### src/irqep_pkg.sv
package irqep_pkg;

    // ---------------------------------------------------------------
    // widths
    // ---------------------------------------------------------------
    localparam int DW   = 8;
    localparam int AW   = 8;
    localparam int NSRC = 15;
    localparam int NW   = 4;

    typedef logic [NSRC-1:0] irqep_src_t;
    typedef logic [DW-1:0]   irqep_byte_t;

    // ---------------------------------------------------------------
    // register map
    // ---------------------------------------------------------------
    localparam logic [AW-1:0] ENA_ADDR  = 8'ha8;
    localparam logic [AW-1:0] PRI_ADDR  = 8'hb8;
    localparam logic [AW-1:0] XENA_ADDR = 8'he8;
    localparam logic [AW-1:0] STAT_ADDR = 8'hc0;
    localparam logic [AW-1:0] MASK_ADDR = 8'hc4;

    localparam irqep_byte_t REG_RST    = 8'h00;
    localparam irqep_byte_t ENA_WMASK  = 8'hdf;
    localparam irqep_byte_t PRI_WMASK  = 8'h5f;
    localparam irqep_byte_t XENA_WMASK = 8'h7f;
    localparam irqep_byte_t ST_WMASK  = 8'h0f;

    // enable and priority registers share these bit positions
    localparam int POS_GATE = 7;
    localparam int POS_SER1 = 6;
    localparam int POS_RSVD = 5;
    localparam int POS_SER0 = 4;
    localparam int POS_TMR1 = 3;
    localparam int POS_EXT1 = 2;
    localparam int POS_TMR0 = 1;
    localparam int POS_EXT0 = 0;

    // extended enable (and external extended priority) positions
    localparam int XPOS_VOICE = 6;
    localparam int XPOS_SPI   = 5;
    localparam int XPOS_SLEEP = 4;
    localparam int XPOS_TMR3  = 3;
    localparam int XPOS_AES   = 2;
    localparam int XPOS_TMR2  = 1;
    localparam int XPOS_RADIO = 0;

    // fixed hardware source numbers, lower wins within a level
    localparam int SRC_EXT0  = 0;
    localparam int SRC_TMR0  = 1;
    localparam int SRC_EXT1  = 2;
    localparam int SRC_TMR1  = 3;
    localparam int SRC_SER0  = 4;
    localparam int SRC_SER1  = 7;
    localparam int SRC_RADIO = 8;
    localparam int SRC_TMR2  = 9;
    localparam int SRC_AES   = 10;
    localparam int SRC_TMR3  = 11;
    localparam int SRC_SLEEP = 12;
    localparam int SRC_SPI   = 13;
    localparam int SRC_VOICE = 14;

    // event status bits
    localparam int ST_HI_TAKE = 0;
    localparam int ST_LO_TAKE = 1;
    localparam int ST_PREEMPT = 2;
    localparam int ST_STRAY   = 3;

    typedef enum logic [1:0] {
        SVC_IDLE,
        SVC_LO,
        SVC_HI,
        SVC_HI_OVER_LO
    } irqep_svc_t;

    function automatic irqep_src_t low_mask(input logic [NW-1:0] n);
        return irqep_src_t'((16'h0001 << n) - 16'h0001);
    endfunction

    function automatic logic [NW-1:0] lowest_idx(input irqep_src_t v);
        logic [NW-1:0] idx;
        idx = '0;
        for (int i = NSRC - 1; i >= 0; i--) begin
            if (v[i]) begin
                idx = NW'(i);
            end
        end
        return idx;
    endfunction

endpackage

### src/irqep_sel_if.sv
`timescale 1ns/100ps
interface irqep_sel_if;
    irqep_pkg::irqep_src_t pend;
    irqep_pkg::irqep_src_t en;
    irqep_pkg::irqep_src_t prio;
    logic                  blk_hi;
    logic                  blk_lo;
    logic                  vld;
    logic                  hi;
    logic [irqep_pkg::NW-1:0] num;

    modport top (output pend, en, prio, blk_hi, blk_lo,
                 input  vld, hi, num);
    modport arb (input  pend, en, prio, blk_hi, blk_lo,
                 output vld, hi, num);
endinterface

### src/irqep_arb.sv
`timescale 1ns/100ps
module irqep_arb (
    irqep_sel_if.arb sel
);

    irqep_pkg::irqep_src_t act;
    irqep_pkg::irqep_src_t hi_act;
    irqep_pkg::irqep_src_t lo_act;

    // -------------------------------------------------------------------
    // candidate selection
    // -------------------------------------------------------------------
    assign act    = sel.pend & sel.en;
    // a level already in service shuts out its own level and lower
    assign hi_act = sel.blk_hi ? '0 : (act & sel.prio);
    assign lo_act = sel.blk_lo ? '0 : (act & ~sel.prio);
    assign sel.vld = (|hi_act) | (|lo_act);
    assign sel.hi  = |hi_act;
    assign sel.num = (|hi_act) ? irqep_pkg::lowest_idx(hi_act)
                               : irqep_pkg::lowest_idx(lo_act);

endmodule

### src/irqep_svc.sv
`timescale 1ns/100ps
module irqep_svc (
    input  wire logic clk_i,
    input  wire logic rstn_i,
    input  wire logic take_i,
    input  wire logic take_hi_i,
    input  wire logic ret_i,
    output logic      blk_hi_o,
    output logic      blk_lo_o,
    output logic      preempt_o,
    output logic      stray_o
);

    irqep_pkg::irqep_svc_t state_ff;
    irqep_pkg::irqep_svc_t nxt_state;

    // -------------------------------------------------------------------
    // in-service level tracking
    // -------------------------------------------------------------------
    always_comb begin
        nxt_state = state_ff;
        unique case (state_ff)
            irqep_pkg::SVC_IDLE: begin
                if (take_i) begin
                    nxt_state = take_hi_i ? irqep_pkg::SVC_HI
                                          : irqep_pkg::SVC_LO;
                end
            end
            irqep_pkg::SVC_LO: begin
                if (take_i && take_hi_i) begin
                    nxt_state = irqep_pkg::SVC_HI_OVER_LO;
                end else if (ret_i) begin
                    nxt_state = irqep_pkg::SVC_IDLE;
                end
            end
            irqep_pkg::SVC_HI: begin
                if (ret_i) begin
                    nxt_state = irqep_pkg::SVC_IDLE;
                end
            end
            irqep_pkg::SVC_HI_OVER_LO: begin
                if (ret_i) begin
                    nxt_state = irqep_pkg::SVC_LO;
                end
            end
        endcase
    end

    always_ff @(posedge clk_i or negedge rstn_i) begin
        if (!rstn_i) begin
            state_ff <= irqep_pkg::SVC_IDLE;
        end else begin
            state_ff <= nxt_state;
        end
    end

    assign blk_hi_o  = (state_ff == irqep_pkg::SVC_HI)
                     || (state_ff == irqep_pkg::SVC_HI_OVER_LO);
    assign blk_lo_o  = (state_ff != irqep_pkg::SVC_IDLE);
    assign preempt_o = take_i && take_hi_i
                     && (state_ff == irqep_pkg::SVC_LO);
    assign stray_o   = ret_i && !take_i
                     && (state_ff == irqep_pkg::SVC_IDLE);

endmodule

### src/irqep_top.sv
`timescale 1ns/100ps
module irqep_top (
    input  wire logic                        clk_i,
    input  wire logic                        rstn_i,
    input  wire logic [irqep_pkg::AW-1:0]    addr_i,
    input  wire logic [irqep_pkg::DW-1:0]    wdata_i,
    input  wire logic                        wr_i,
    input  wire logic                        rd_i,
    output logic      [irqep_pkg::DW-1:0]    rdata_o,
    input  wire logic [irqep_pkg::NSRC-1:0]  pend_i,
    input  wire logic [irqep_pkg::DW-1:0]    ext_prio_i,
    input  wire logic                        ack_i,
    input  wire logic                        reti_i,
    output logic      [irqep_pkg::NSRC-1:0]  src_req_o,
    output logic                             req_o,
    output logic                             req_hi_o,
    output logic      [irqep_pkg::NW-1:0]    req_num_o,
    output logic                             irq_o
);

    // -------------------------------------------------------------------
    // declarations
    // -------------------------------------------------------------------
    logic                   rst_meta_ff;
    logic                   rst_n;
    irqep_pkg::irqep_byte_t ena_ff;
    irqep_pkg::irqep_byte_t pri_ff;
    irqep_pkg::irqep_byte_t xena_ff;
    irqep_pkg::irqep_byte_t stat_ff;
    irqep_pkg::irqep_byte_t mask_ff;
    irqep_pkg::irqep_byte_t nxt_rdata;
    irqep_pkg::irqep_byte_t evt;
    irqep_pkg::irqep_src_t  en_vec;
    irqep_pkg::irqep_src_t  prio_vec;
    irqep_pkg::irqep_src_t  hi_pend_ff;
    logic                   take;
    logic                   blk_hi;
    logic                   blk_lo;
    logic                   preempt;
    logic                   stray;
    logic                   gate;

    irqep_sel_if sel ();

    // -------------------------------------------------------------------
    // reset release
    // -------------------------------------------------------------------
    // release is synchronised so that every flop leaves reset together
    always_ff @(posedge clk_i or negedge rstn_i) begin
        if (!rstn_i) begin
            rst_meta_ff <= 1'b0;
            rst_n       <= 1'b0;
        end else begin
            rst_meta_ff <= 1'b1;
            rst_n       <= rst_meta_ff;
        end
    end

    // -------------------------------------------------------------------
    // register writes
    // -------------------------------------------------------------------
    always_ff @(posedge clk_i or negedge rst_n) begin
        if (!rst_n) begin
            ena_ff <= irqep_pkg::REG_RST;
        end else if (wr_i && addr_i == irqep_pkg::ENA_ADDR) begin
            ena_ff <= wdata_i & irqep_pkg::ENA_WMASK;
        end
    end

    always_ff @(posedge clk_i or negedge rst_n) begin
        if (!rst_n) begin
            pri_ff <= irqep_pkg::REG_RST;
        end else if (wr_i && addr_i == irqep_pkg::PRI_ADDR) begin
            pri_ff <= wdata_i & irqep_pkg::PRI_WMASK;
        end
    end

    always_ff @(posedge clk_i or negedge rst_n) begin
        if (!rst_n) begin
            xena_ff <= irqep_pkg::REG_RST;
        end else if (wr_i && addr_i == irqep_pkg::XENA_ADDR) begin
            xena_ff <= wdata_i & irqep_pkg::XENA_WMASK;
        end
    end

    always_ff @(posedge clk_i or negedge rst_n) begin
        if (!rst_n) begin
            mask_ff <= irqep_pkg::REG_RST;
        end else if (wr_i && addr_i == irqep_pkg::MASK_ADDR) begin
            mask_ff <= wdata_i & irqep_pkg::ST_WMASK;
        end
    end

    // -------------------------------------------------------------------
    // enable and priority vectors by source number
    // -------------------------------------------------------------------
    assign gate = ena_ff[irqep_pkg::POS_GATE];

    always_comb begin
        en_vec = '0;
        en_vec[irqep_pkg::SRC_EXT0]  = ena_ff[irqep_pkg::POS_EXT0];
        en_vec[irqep_pkg::SRC_TMR0]  = ena_ff[irqep_pkg::POS_TMR0];
        en_vec[irqep_pkg::SRC_EXT1]  = ena_ff[irqep_pkg::POS_EXT1];
        en_vec[irqep_pkg::SRC_TMR1]  = ena_ff[irqep_pkg::POS_TMR1];
        en_vec[irqep_pkg::SRC_SER0]  = ena_ff[irqep_pkg::POS_SER0];
        en_vec[irqep_pkg::SRC_SER1]  = ena_ff[irqep_pkg::POS_SER1];
        en_vec[irqep_pkg::SRC_RADIO] = xena_ff[irqep_pkg::XPOS_RADIO];
        en_vec[irqep_pkg::SRC_TMR2]  = xena_ff[irqep_pkg::XPOS_TMR2];
        en_vec[irqep_pkg::SRC_AES]   = xena_ff[irqep_pkg::XPOS_AES];
        en_vec[irqep_pkg::SRC_TMR3]  = xena_ff[irqep_pkg::XPOS_TMR3];
        en_vec[irqep_pkg::SRC_SLEEP] = xena_ff[irqep_pkg::XPOS_SLEEP];
        en_vec[irqep_pkg::SRC_SPI]   = xena_ff[irqep_pkg::XPOS_SPI];
        en_vec[irqep_pkg::SRC_VOICE] = xena_ff[irqep_pkg::XPOS_VOICE];
        // the gate covers standard and extended sources alike
        if (!gate) begin
            en_vec = '0;
        end
    end

    // extended priority bits are held outside this block
    always_comb begin
        prio_vec = '0;
        prio_vec[irqep_pkg::SRC_EXT0]  = pri_ff[irqep_pkg::POS_EXT0];
        prio_vec[irqep_pkg::SRC_TMR0]  = pri_ff[irqep_pkg::POS_TMR0];
        prio_vec[irqep_pkg::SRC_EXT1]  = pri_ff[irqep_pkg::POS_EXT1];
        prio_vec[irqep_pkg::SRC_TMR1]  = pri_ff[irqep_pkg::POS_TMR1];
        prio_vec[irqep_pkg::SRC_SER0]  = pri_ff[irqep_pkg::POS_SER0];
        prio_vec[irqep_pkg::SRC_SER1]  = pri_ff[irqep_pkg::POS_SER1];
        prio_vec[irqep_pkg::SRC_RADIO] = ext_prio_i[irqep_pkg::XPOS_RADIO];
        prio_vec[irqep_pkg::SRC_TMR2]  = ext_prio_i[irqep_pkg::XPOS_TMR2];
        prio_vec[irqep_pkg::SRC_AES]   = ext_prio_i[irqep_pkg::XPOS_AES];
        prio_vec[irqep_pkg::SRC_TMR3]  = ext_prio_i[irqep_pkg::XPOS_TMR3];
        prio_vec[irqep_pkg::SRC_SLEEP] = ext_prio_i[irqep_pkg::XPOS_SLEEP];
        prio_vec[irqep_pkg::SRC_SPI]   = ext_prio_i[irqep_pkg::XPOS_SPI];
        prio_vec[irqep_pkg::SRC_VOICE] = ext_prio_i[irqep_pkg::XPOS_VOICE];
    end

    // -------------------------------------------------------------------
    // arbitration and service tracking
    // -------------------------------------------------------------------
    assign sel.pend   = pend_i;
    assign sel.en     = en_vec;
    assign sel.prio   = prio_vec;
    assign sel.blk_hi = blk_hi;
    assign sel.blk_lo = blk_lo;

    irqep_arb u_arb (
        .sel (sel)
    );

    // an acknowledge only counts against a request actually on show
    assign take = ack_i && req_o;

    irqep_svc u_svc (
        .clk_i     (clk_i),
        .rstn_i    (rst_n),
        .take_i    (take),
        .take_hi_i (req_hi_o),
        .ret_i     (reti_i),
        .blk_hi_o  (blk_hi),
        .blk_lo_o  (blk_lo),
        .preempt_o (preempt),
        .stray_o   (stray)
    );

    // -------------------------------------------------------------------
    // requests to the core
    // -------------------------------------------------------------------
    // request drops on the acknowledge edge; the service state only
    // reaches the arbiter one cycle later, so a stale vector is never
    // shown twice
    always_ff @(posedge clk_i or negedge rst_n) begin
        if (!rst_n) begin
            req_o     <= 1'b0;
            req_hi_o  <= 1'b0;
            req_num_o <= '0;
        end else begin
            req_o     <= sel.vld && !take;
            req_hi_o  <= sel.hi;
            req_num_o <= sel.num;
        end
    end

    always_ff @(posedge clk_i or negedge rst_n) begin
        if (!rst_n) begin
            src_req_o <= '0;
        end else begin
            src_req_o <= pend_i & en_vec;
        end
    end

    // only the assertions read this copy
    always_ff @(posedge clk_i or negedge rst_n) begin
        if (!rst_n) begin
            hi_pend_ff <= '0;
        end else begin
            hi_pend_ff <= pend_i & en_vec & prio_vec;
        end
    end

    // -------------------------------------------------------------------
    // event status, mask and interrupt line
    // -------------------------------------------------------------------
    always_comb begin
        evt = '0;
        evt[irqep_pkg::ST_HI_TAKE] = take && req_hi_o;
        evt[irqep_pkg::ST_LO_TAKE] = take && !req_hi_o;
        evt[irqep_pkg::ST_PREEMPT] = preempt;
        evt[irqep_pkg::ST_STRAY]   = stray;
    end

    // an event landing on the clearing read survives it
    always_ff @(posedge clk_i or negedge rst_n) begin
        if (!rst_n) begin
            stat_ff <= irqep_pkg::REG_RST;
        end else if (rd_i && addr_i == irqep_pkg::STAT_ADDR) begin
            stat_ff <= evt;
        end else begin
            stat_ff <= stat_ff | evt;
        end
    end

    always_ff @(posedge clk_i or negedge rst_n) begin
        if (!rst_n) begin
            irq_o <= 1'b0;
        end else begin
            irq_o <= |(stat_ff & mask_ff);
        end
    end

    // -------------------------------------------------------------------
    // register reads
    // -------------------------------------------------------------------
    always_comb begin
        nxt_rdata = '0;
        if (rd_i) begin
            unique case (addr_i)
                irqep_pkg::ENA_ADDR:  nxt_rdata = ena_ff;
                irqep_pkg::PRI_ADDR:  nxt_rdata = pri_ff;
                irqep_pkg::XENA_ADDR: nxt_rdata = xena_ff;
                irqep_pkg::STAT_ADDR: nxt_rdata = stat_ff;
                irqep_pkg::MASK_ADDR: nxt_rdata = mask_ff;
                default:              nxt_rdata = '0;
            endcase
        end
    end

    // read data stand only in the cycle after the strobe
    always_ff @(posedge clk_i or negedge rst_n) begin
        if (!rst_n) begin
            rdata_o <= '0;
        end else begin
            rdata_o <= nxt_rdata;
        end
    end
endmodule

### config.mk
export PLATFORM = sky130hd
export DESIGN_NAME = irqep_top
export DESIGN_NICKNAME = d
export VERILOG_FILES = /design/src/irqep_pkg.sv /design/src/irqep_sel_if.sv /design/src/irqep_arb.sv /design/src/irqep_svc.sv /design/src/irqep_top.sv
export SDC_FILE = /design/constraint.sdc
export NUM_CORES = 1
export LEC_CHECK = 0
export BUFFER_PORTS_ARGS = -buffer_cell sky130_fd_sc_hd__buf_2
export CORE_MARGIN = 5
export CORE_UTILIZATION = 30
export CTS_CLUSTER_DIAMETER = 80
export DETAILED_ROUTE_END_ITERATION = 10
export GPL_ROUTABILITY_DRIVEN = 0
export GPL_TIMING_DRIVEN = 0
export PLACE_DENSITY = 0.56
export SKIP_LAST_GASP = 1
export SYNTH_ARGS = -nofsm -noshare
export SYNTH_HDL_FRONTEND = slang
export SYNTH_SLANG_ARGS = --single-unit
### constraint.sdc
create_clock -name clk_i -period 4.19 [get_ports clk_i]
set_input_delay 0.419 -clock clk_i [delete_from_list [all_inputs] [get_ports clk_i]]
set_output_delay 0.419 -clock clk_i [all_outputs]
set_load 0.1 [all_outputs]
== Word-level counts from Yosys, hierarchy flattened ==
Cells that the tools add are included.

* Bits in registers: 66
* Output and inout bits: 30

* Equality and inequality tests: 10
* Multiplexer cells: 43
* Bitwise logic cells: 7
* Reductions and logical operators: 21

{| class="wikitable"
|+ Operator list
! kind !! count
|-
| $mux 4 || 31
|-
| $and 15x15->15 || 3
|-
| $mux 15 || 3
|-
| $eq 8x8->1 const B || 5
|-
| $pmux 8 s5 || 1
|-
| $reduce_or 15->1 || 2
|-
| $mux 8 || 2
|-
| $not 15->15 || 1
|-
| $logic_and 1x1->1 || 12
|-
| $mux 2 || 5
|-
| $and 8x4->8 || 1
|-
| $or 8x4->8 || 1
|-
| $pmux 2 s4 || 1
|-
| $reduce_or 8->1 || 1
|-
| $eq 2x2->1 const B || 2
|-
| $ne 2x2->1 const B || 2
|-
| $eq 2x1->1 const B || 1
|-
| $logic_not 1->1 || 2
|-
| $logic_not 2->1 || 1
|-
| $reduce_and 2->1 || 1
|-
| $reduce_bool 2->1 || 1
|-
| $logic_or 1x1->1 || 1
|-
| $or 1x1->1 || 1
|}

== Logic depth before layout (Yosys ltp) ==
Gate-level depths: netlist of the first run.

* Depth in word-level cells: 20
* Gate-level depth with buffers: 6

== By module ==
A second synthesis of the first run with hierarchy kept.

* Cells, all modules: 290
* Area, all modules: 3194.3 µm²

{| class="wikitable"
|+ By module, submodules not included
! module !! times used !! cells an instance !! area each (µm²) !! seq. area each (µm²)
|-
| irqep_top || 1 || 182 || 2377.3 || 1451.4
|-
| irqep_arb || 1 || 94 || 695.7 || 0.0
|-
| irqep_svc || 1 || 14 || 121.4 || 50.0
|}

== Least setup slack after synthesis of the first run ==
OpenSTA, ideal clock, no wires.

* Kind: input to register
* From: input port addr_i[2] (netlist name)
* To: register pri_ff[0]
* Setup time: 0.125 ns
* Data arrival time: 1.602 ns
* Required time: 4.065 ns
* Setup slack: 2.463 ns
* Stages: 6
* Cell sequence: buf_6 nand3b_4 nand2b_4 nor3b_4 nand2_4 mux2_4

* Word-level cells in the longest chain between the ends: 2

{| class="wikitable"
|+ Ends and longest elaborated chain
! element !! RTL line !! text
|-
| from (decl) || irqep_top.sv:5 || <nowiki>input wire logic [irqep_pkg::AW-1:0] addr_i,</nowiki>
|-
| $eq 8x8->1 || irqep_top.sv:73 || <nowiki>end else if (wr_i && addr_i == irqep_pkg::PRI_ADDR) begin</nowiki>
|-
| $logic_and 1x1->1 || irqep_top.sv:73 ||
|-
| to (signal assigned) || irqep_top.sv:72 || <nowiki>pri_ff <= irqep_pkg::REG_RST;</nowiki>
|-
| to (signal assigned) || irqep_top.sv:74 || <nowiki>pri_ff <= wdata_i & irqep_pkg::PRI_WMASK;</nowiki>
|-
| to (decl) || irqep_top.sv:27 || <nowiki>irqep_pkg::irqep_byte_t pri_ff;</nowiki>
|}

Every way passes these cells.
A chain may end at the register's enable or synchronous reset.

== Worst setup path after layout of the first run ==
* From: register ena_ff[7]
* To: register req_num_o[0] (netlist name)

* Elaborated cells on any way between the ends: 36
* Classes of those cells: mux (32); bitwise (3); reduce/logical (1)

{| class="wikitable"
|+ RTL lines
! element !! RTL line !! text
|-
| from (decl) || irqep_top.sv:26 || <nowiki>irqep_pkg::irqep_byte_t ena_ff;</nowiki>
|-
| from (signal assigned) || irqep_top.sv:64 || <nowiki>ena_ff <= irqep_pkg::REG_RST;</nowiki>
|-
| from (signal assigned) || irqep_top.sv:66 || <nowiki>ena_ff <= wdata_i & irqep_pkg::ENA_WMASK;</nowiki>
|-
| $mux 15 || irqep_top.sv:115 || <nowiki>if (!gate) begin</nowiki>
|-
| $and 15x15->15 || - ||
|-
| $and 15x15->15 || irqep_arb.sv:15 || <nowiki>assign hi_act = sel.blk_hi ? '0 : (act & sel.prio);</nowiki>
|-
| $mux 15 || irqep_arb.sv:15 ||
|-
| $reduce_or 15->1 || - ||
|-
| net sel.hi || irqep_sel_if.sv:9 || <nowiki>logic hi;</nowiki>
|-
| $mux 4 || irqep_arb.sv:19 || <nowiki>assign sel.num = (|hi_act) ? irqep_pkg::lowest_idx(hi_act)</nowiki>
|-
| net sel.num, one bit || irqep_sel_if.sv:10 || <nowiki>logic [irqep_pkg::NW-1:0] num;</nowiki>
|-
| to (signal assigned) || irqep_top.sv:180 || <nowiki>req_num_o <= sel.num;</nowiki>
|-
| to (decl) || irqep_top.sv:17 || <nowiki>output logic [irqep_pkg::NW-1:0] req_num_o,</nowiki>
|}

The timed path passes the listed nets, and every way through them passes these cells.

==> results of run 1 <==
-- per-stage QoR --
step / setup slack (ns) / total power, mW / area (µm²) / hold WS [ns] / util, %
2_1_floorplan: 2.396 / 0.6906 / 2955 / 0.1234 / -
3_3_place_gp: 1.722 / 0.7404 / 3462 / 0.2040 / 35.75
3_5_place_dp: 2.146 / 0.7449 / 3483 / 0.2064 / 35.97
4_1_cts: 2.310 / 1.260 / 3685 / 0.2487 / 38.05
5_1_grt: 2.208 / 1.300 / 3685 / 0.2809 / 38.05
6_report: 2.328 / 1.248 / 3685 / 0.2334 / 38.05
-- power breakdown --
group	switching [mW]	internal [mW]
Clock	0.239	0.274
Sequential	0.0231	0.595
Combinational	0.0682	0.0478
-- cell families after synthesis --
kind of cell,share of synthesized area (%)
other,0.2544
buffers and inverters,1.822
AND/OR/NAND/NOR,22.25
flip-flops,50.87
multiplexers,11.83
AO/OA/AOI/OAI,12.97
-- routing by layer --
layer,routed length [µm],up-vias
li1,-,1110
met4,115,0
met5,0,-
met1,3437,1152
met3,657,10
met2,3727,87
-- synth_stat cells, types with 2 or more instances --
cell type	count
buf_4	2
a31oi_1	3
inv_1	2
nand2b_1	3
a32o_1	3
nor3_4	2
nand4_1	2
mux2_2	21
dfrtp_1	60
nor2_4	2
o31ai_2	2
o21ai_1	4
a222oi_1	6
and2_1	2
a22oi_1	2
a21oi_1	11
buf_6	2
mux2_1	2
mux2_4	6
nand3_1	12
nor3b_1	2
nand2_1	15
and3_1	20
o21ai_0	9
nand3b_1	13
conb_1	2
nor3b_4	2
nor2_1	9
nand2_2	2
-- what timing repair did --
action	in CTS	in global routing
gates resized for setup	0	0
setup endpoints to repair	0	0
endpoints found under the hold margin	2	0
hold buffers	1	0
-- state kept, by name, indices dropped and copies added, names as in the netlist --
name,cells
ena_ff,7
irq_o,1
mask_ff,4
pri_ff,6
rdata_o,8
req_hi_o,1
req_num_o,4
req_o,1
rst_meta_ff,1
rst_n,1
src_req_o,13
stat_ff,4
u_svc.state_ff,2
xena_ff,7
-- final timing paths --
check	end	slack [ns]	cells after the start
min in group clk_i	req_o$_DFF_PN0_	0.27	2
min reg2reg	rdata_o[4]$_DFF_PN0_	0.23	0
max reg2reg	req_num_o[0]$_DFF_PN0_	2.33	6
min	rdata_o[4]$_DFF_PN0_	0.23	0
max	req_num_o[0]$_DFF_PN0_	2.33	6
max in group asynchronous	u_svc.state_ff[0]$_DFFE_PN0P_	3.39	1
-- final cells by class --
cell class,count,share of cell area (%)
Clock buffer,10,3.463
Sequential cell,60,40.78
Clock inverter,6,1.732
Tap cell,133,4.516
Buffer,5,1.155
Inverter,3,0.3056
Multi-Input combinational cell,184,38.00
Timing Repair Buffer,70,10.05
==> flow_metrics.tcl, run 1 <==
set metrics [dict create \
    area_growth_pct 24.84 \
    worstPathCellList "nor2b_4, a41o_1, o31ai_2, and2b_1, inv_2, o31ai_2" \
    synthFlopType "dfrtp_1" \
    grt_usage_pct 13.74 \
    grt_util_met2_pct 21.71 \
    drt_iter0_drc 131 \
    synth_top_area_share_pct 50.87 \
    grt_pass1_wl_um 12300 \
    port-buffer-count 68 \
    num_io_pins 75 \
    finalNonFillerCells 471 \
    htreeDepth 3 \
    drv_slew 0 \
    grt_max_degree 39 \
    cts_inserted_buffers 9 \
    overflow 0 \
    antenna_left 0 \
    layout_commonest_cell "buf_2" \
    fin_setup_tns_ns 0 \
    ys_async_sr_fraction_pct 100.0 \
    cp-startpoint "ena_ff[7]$_DFFE_PN0P_" \
    cp_top_family "compound AO/OA/AOI/OAI gates" \
    p_leak_nw 1.885 \
    synth.distinct_cells 57 \
    synth_area_leaders "dfrtp_1 (51%), mux2_2 (8.0%), and3_1 (4.2%), nand3b_1 (3.3%), mux2_4 (3.1%)" \
    grt_setup_unrepaired "no" \
    yosysSeqAreaShare_pct 50.87 \
    finalCritPeriodShare_pct 44.44 \
    cp_slowest_cell "dfrtp_1" \
    post_cts_buffers 0 \
    num-nets-final 378 \
    fillCellCount 982 \
    grt.busiest_layer "met2" \
    die_x_um 109.2 \
    path_max_fanout 10 \
    grt_pass1_vias 2387 \
    hp-class "flip-flop to asynchronous set/reset pin" \
    antenna_found_initial 1 \
    synth-edff-count 0 \
    vias_per_cell 5.008 \
    dp_cells 454 \
    worstMarginPinSlew_ns 0.6352 \
    cellPowerDensity_mw_per_mm2 338.6 \
    dp_hpwl_um 6117 \
    syn_inst 251 \
    skew_ns 0.007609 \
    setup_viol 0 \
    use_met3_pct 4.796 \
    crit_arrival_ns 2.11 \
    netlist_area_mm2 0.002952 \
    ys_warn_count 0 \
    clkLatencyLatePin_ns 0.34 \
    relSlewSlack_pct 57.37 \
    multi_input_area_mm2 0.001400 \
    worstSetupPathType "flip-flop to flip-flop" \
    startpoint_type "flip-flop" \
    cts.sinks 60 \
    layout-drive-gt1-share_pct 39.64 \
    die-area_mm2 0.01192 \
    fin_crit_ns 1.862 \
    initial_utilization_pct 30.48 \
    synth_seq_cells 60 \
    crit_required_ns 4.44 \
    wire_per_inst_um 16.85 \
    drc 0 \
    vias 2359 \
    slowest_delay_ns 0.51 \
    cts_tree "built" \
    std_cell_rows 36 \
    antenna_cells 0 \
    reg2reg_from "ena_ff[7]$_DFFE_PN0P_" \
    dieHeight_um 109.2 \
    core-area_mm2 0.009684 \
    fmax_mhz 537.1 \
    hold_viol 0 \
    totalWireLength_um 7938 \
    final_cell_mix "buf_2 (69), dfrtp_1 (59), mux2_2 (21)" \
    syn_area_per_cell_um2 11.76 \
    yosysTopAreaCell "dfrtp_1" \
    clk_pin_slew_worst_paths_ns 0.07 \
    crit_path_end_kind "flip-flop" \
    grt_use_met1_pct 17.49 \
    cts_root_buf "clkbuf_8" \
    crit_top_cell "o31ai_2" \
    peakVddDrop_uv 140.9 \
    path_buf_inv 1 \
    first_pass_iters 5 \
    regArea_mm2 0.001503 \
    drv_cap 0 \
    status "complete, no violations" \
    cts_buffer_depth 2 \
]
(Power assumes the default switching activity.)
==> run 2: changes to the inputs <==
Settings changed: ABC_AREA from default to 1.
Clock period 4.19 ns to 1.89 ns, I/O delays scaled along.
==> flow_metrics.tcl, run 2 <==
set metrics [dict create \
    num_io_pins 75 \
    ys_top_cells_by_count "nand2_1 (94), dfrtp_1 (60), inv_1 (60)" \
    r2r_slack_ns 0.11 \
    totalWireLength_um 8384 \
    synth_top_area_share_pct 50.31 \
    startpoint_type "flip-flop" \
    peakVddDrop_uv 300.7 \
    num-nets-final 501 \
    antenna_cells 0 \
    antenna_found_initial 0 \
    grt_max_degree 41 \
    vias_per_cell 4.515 \
    drv_cap 0 \
    core-area_mm2 0.009729 \
    cellPowerDensity_mw_per_mm2 830.8 \
    drv_slew 0 \
    dieHeight_um 109.7 \
    post-route-util_pct 39.04 \
    worstSetupPathType "flip-flop to flip-flop" \
    p_leak_nw 2.093 \
    drt_iter0_drc 120 \
    htreeDepth 3 \
    overflow 0 \
    clk_pin_slew_worst_paths_ns 0.06 \
    cts_inserted_buffers 9 \
    dp_hpwl_um 6727 \
    synthFlopType "dfrtp_1" \
    area_growth_pct 27.30 \
    cts_buffer_depth 2 \
    dp_cells 574 \
    path_buf_inv 1 \
    fin_setup_tns_ns 0 \
    reg_top3 "src_req_o: 13 flops, rdata_o: 8 flops" \
    largest_register_ffs 13 \
    worstMarginPinSlew_ns 0.4890 \
    cts_tree "built" \
    slowest_delay_ns 0.47 \
    cp_top_family "simple AND/OR/NAND/NOR gates" \
    yosysTopAreaCell "dfrtp_1" \
    layout_commonest_cell "nand2_1" \
    grt_pass1_vias 2655 \
    hold_viol 0 \
    synth.distinct_cells 34 \
    grt_usage_pct 14.81 \
    first_pass_iters 4 \
    clkLatencyLatePin_ns 0.34 \
    setup_viol 0 \
    syn_area_per_cell_um2 8.065 \
    ys_warn_count 0 \
    die-area_mm2 0.01204 \
    cp_slowest_cell "dfrtp_2" \
    yosysSeqAreaShare_pct 50.31 \
    cts.sinks 60 \
    layout-drive-gt1-share_pct 27.98 \
    die_x_um 109.7 \
    syn_inst 370 \
    synth.most_common_cell "nand2_1" \
    synth_area_leaders "dfrtp_1 (50%), nand2_1 (12%), inv_1 (7.5%), o21ai_0 (5.0%), nand3_1 (3.2%)" \
    largest-register "src_req_o" \
    crit_arrival_ns 2.05 \
    crit_required_ns 2.16 \
    finalNonFillerCells 594 \
    hp-class "primary input to flip-flop" \
    wire_per_inst_um 14.11 \
    cts_root_buf "clkbuf_8" \
    skew_ns 0.008006 \
    relSlewSlack_pct 67.15 \
    fin_crit_ns 1.785 \
    netlist_area_mm2 0.002984 \
    ys_async_sr_fraction_pct 100.0 \
    synth_seq_cells 60 \
    fmax_mhz 560.3 \
    vias 2682 \
    antenna_left 0 \
    synth-edff-count 0 \
    worstPathCellList "nand3_2, inv_1, nand3_1, nand2_1, nor3_4, nand3_2, nor2_2, nand2_2, nor2_4, nand2_1, o21ai_2" \
    path_max_fanout 6 \
    final_cell_mix "nand2_1 (94), buf_2 (71), inv_1 (60)" \
    finalPower_mw 3.156 \
    grt_pass1_wl_um 13170 \
    crit_path_end_kind "flip-flop" \
    status "complete, no violations" \
    initial_utilization_pct 30.67 \
    std_cell_rows 36 \
    port-buffer-count 69 \
    finalCritPeriodShare_pct 94.43 \
    drc 0 \
]
run 2: changes by cell type after synthesis, moves of 7 or more:
| cell | before | now |
|---|---|---|
| o21ai_0 | 9 | 30 |
| nor2_1 | 9 | 25 |
| mux2_2 | 21 | 1 |
| nor3_1 | 1 | 16 |
| nand2_1 | 15 | 94 |
| inv_1 | 2 | 60 |
| nand3_1 | 12 | 19 |
| nand3b_1 | 13 | 0 |
| and3_1 | 20 | 1 |
run 2: cell type report:
type                            count  area [µm²]
Buffer                              8       66.31
Clock buffer                       12       155.1
Clock inverter                      4       47.55
Fill cell                        1034        5931
Inverter                           63       236.5
Multi-Input combinational cell    240        1224
Sequential cell                    60        1505
Tap cell                          133       166.4
Timing Repair Buffer               74       397.9
run 2: layer usage:
layer  routed length, µm  GRT usage [%]  part of all wire, %
met1                3735          19.28                   45
met2                3923          22.97                   47
met3                 540          3.347                  6.4
met4                 184          7.658                  2.2
met5                   0              0                    0
run 2: kinds of logic (layout without fill, tap and decap cells):
group	Yosys count	after routing	synth area share (%)
mux	1	1	0.3773
simple gates	178	178	27.88
compound gates	58	58	11.24
buf+inv	71	161	9.937
flops	60	60	50.31
other cells	2	3	0.2517
run 2: path summary, 6_finish.rpt:
kind                                               end  cells past startpoint             startpoint
worst max-delay path            req_num_o[3]$_DFF_PN0_                     11  ena_ff[7]$_DFFE_PN0P_
worst min-delay path             ena_ff[7]$_DFFE_PN0P_                      2             wdata_i[7]
worst max register to register  req_num_o[3]$_DFF_PN0_                     11  ena_ff[7]$_DFFE_PN0P_
worst min register to register  req_num_o[0]$_DFF_PN0_                      0        rst_n$_DFF_PN0_
max in group asynchronous        ena_ff[7]$_DFFE_PN0P_                      1        rst_n$_DFF_PN0_
min in group asynchronous        rst_meta_ff$_DFF_PN0_                      2                 rstn_i
run 2: through the flow:
step                      setup WS (ns)  hold WS (ns)  instance area, µm²
final                            0.1052       0.08812                3799
after global routing           -0.02251       0.08237                3799
after global placement          -0.5280      -0.02544                3500
after detailed placement       -0.02468      -0.02148                3521
after CTS                       0.02126       0.07002                3740
after floorplan                 0.09577       -0.1066                2988
run 2: repair_timing:
item / 4_1_cts / 5_1_grt
pin swaps: 0 / 2
hold buffers: 1 / 0
gates resized for setup: 1 / 11
gates cloned: 0 / 0
setup endpoints to repair: 3 / 5
setup buffers: 0 / 3
endpoints found under the hold margin: 2 / 0
run 2: report_power, final:
| part | internal [mW] | switching [mW] |
|---|---|---|
| registers | 1.35 | 0.0601 |
| logic | 0.150 | 0.425 |
| clock network | 0.676 | 0.491 |
| total | 2.18 | 0.976 |
==> run 3: changes to the inputs <==
Settings changed: CELL_PAD_IN_SITES_DETAIL_PLACEMENT from default to 1, CELL_PAD_IN_SITES_GLOBAL_PLACEMENT from default to 1, PLACE_DENSITY 0.56 to 0.7.
==> flow_metrics.tcl, run 3 (synthesis gave the netlist of run 2 again) <==
set metrics [dict create \
    largest-register "src_req_o" \
    hold_viol 0 \
    worst_slack_ns 0.09995 \
    cts_tree "built" \
    clk_pin_slew_worst_paths_ns 0.07 \
    largest_register_ffs 13 \
    wire_per_inst_um 15.70 \
    crit_arrival_ns 2.06 \
    p_leak_nw 2.112 \
    dieHeight_um 109.7 \
    peakVddDrop_uv 288.9 \
    antenna_left 0 \
    layout-drive-gt1-share_pct 29.00 \
    status "complete, no violations" \
    port-buffer-count 69 \
    startpoint_type "flip-flop" \
    use_met3_pct 2.995 \
    first_pass_iters 4 \
    cts_inserted_buffers 9 \
    grt_pass1_wl_um 14770 \
    setup_viol 0 \
    drt_iter0_drc 65 \
    path_max_fanout 10 \
    core-area_mm2 0.009729 \
    grt_max_degree 37 \
    clkLatencyLatePin_ns 0.34 \
    reg_top3 "src_req_o: 13 flops, rdata_o: 8 flops" \
    cts_buffer_depth 2 \
    cts.sinks 60 \
    drv_cap 0 \
    area_growth_pct 29.18 \
    fmax_mhz 558.6 \
    grt_setup_unrepaired "yes" \
    die-area_mm2 0.01204 \
    whs_ns 0.07842 \
    fin_crit_ns 1.790 \
    worstSetupPathType "flip-flop to flip-flop" \
    crit_path_end_kind "flip-flop" \
    std_cell_rows 36 \
    drc 0 \
    grt_pass1_vias 2971 \
    vias_per_cell 4.694 \
    grt_use_met1_pct 20.68 \
    hp-class "primary input to flip-flop" \
    num_io_pins 75 \
    num-nets-final 502 \
    cts_root_buf "clkbuf_8" \
    final_cell_mix "nand2_1 (94), buf_2 (71), inv_1 (59)" \
    crit_required_ns 2.16 \
    die_x_um 109.7 \
    worstMarginPinSlew_ns 0.5225 \
    totalWireLength_um 9340 \
    dp_hpwl_um 7435 \
    layout_commonest_cell "nand2_1" \
    drv_slew 0 \
    grt.busiest_layer "met2" \
    vias 2793 \
    initial_utilization_pct 30.67 \
    skew_ns 0.009267 \
    relSlewSlack_pct 64.90 \
    cellPowerDensity_mw_per_mm2 866.6 \
    htreeDepth 3 \
    antenna_found_initial 0 \
    finalCritPeriodShare_pct 94.71 \
    fillCellCount 1247 \
    place_ws_ns -0.04193 \
    grt_usage_pct 16.13 \
    overflow 0 \
    antenna_cells 0 \
    grt_util_met2_pct 27.16 \
]
run 3: layout make-up:
type,count,area [µm²],share of cell area (%)
clock inverters,7,98.84,2.564
inverters,63,239.0,6.199
multi-input cells,240,1241,32.20
well taps,133,166.4,4.317
plain buffers,8,75.07,1.947
repair buffers,75,405.4,10.52
flip-flops and latches,60,1505,39.05
clock buffers,9,123.9,3.213
run 3: worst max-delay path, cell delays in order, from the launching register on:
cell and delay, ns:
dfrtp_2 0.49, buf_12 0.18, nand2_2 0.07, nor2_4 0.04, nand3_1 0.11, nand2_1 0.09
nor3_2 0.13, nand3_2 0.14, nor2_4 0.13, nand2_2 0.08, nor2_4 0.11, nand2_1 0.07
o21ai_2 0.06
run 3: path summary, 6_finish.rpt:
| path | start | end | slack [ns] | cells past startpoint |
|---|---|---|---|---|
| max in group asynchronous | rst_n$_DFF_PN0_ | ena_ff[7]$_DFFE_PN0P_ | 1.07 | 1 |
| worst max register to register | ena_ff[7]$_DFFE_PN0P_ | req_num_o[3]$_DFF_PN0_ | 0.1 | 12 |
| worst min-delay path | wdata_i[7] | ena_ff[7]$_DFFE_PN0P_ | 0.08 | 2 |
| min in group asynchronous | rstn_i | rst_meta_ff$_DFF_PN0_ | 0.15 | 2 |
| worst max-delay path | ena_ff[7]$_DFFE_PN0P_ | req_num_o[3]$_DFF_PN0_ | 0.1 | 12 |
| worst min register to register | rst_n$_DFF_PN0_ | src_req_o[3]$_DFF_PN0_ | 0.24 | 0 |
run 3: power by group:
| part | switching (mW) | total [mW] | internal (mW) |
|---|---|---|---|
| logic | 0.440 | 0.603 | 0.163 |
| registers | 0.0666 | 1.42 | 1.35 |
| clock network | 0.570 | 1.32 | 0.749 |
run 3: per-stage QoR:
step	utilization, %	area, µm²	cells	setup TNS [ns]	power [mW]
floorplan	-	2988	371	0	1.819
global placement	35.97	3500	573	-33.57	1.987
detailed placement	36.19	3521	574	-0.04650	2.006
CTS	38.77	3772	591	0	3.324
global route	39.62	3855	595	-0.03585	3.481
finish	39.62	3855	595	0	3.341
run 3: metal layers:
| layer | routed length, µm | share of wire, % | vias to the layer above |
|---|---|---|---|
| met5 | 0 | 0 | - |
| met4 | 136 | 1.5 | 0 |
| met3 | 414 | 4.4 | 11 |
| met2 | 4558 | 49 | 60 |
| met1 | 4231 | 45 | 1365 |
| li1 | - | - | 1357 |
run 3: timing repair:
action                                  4_1_cts  5_1_grt
gates resized for setup                       5       15
setup buffers                                 0        4
hold buffers                                  1        0
endpoints found under the setup margin        4        5
endpoints found under the hold margin         2        0
pin swaps                                     1        2
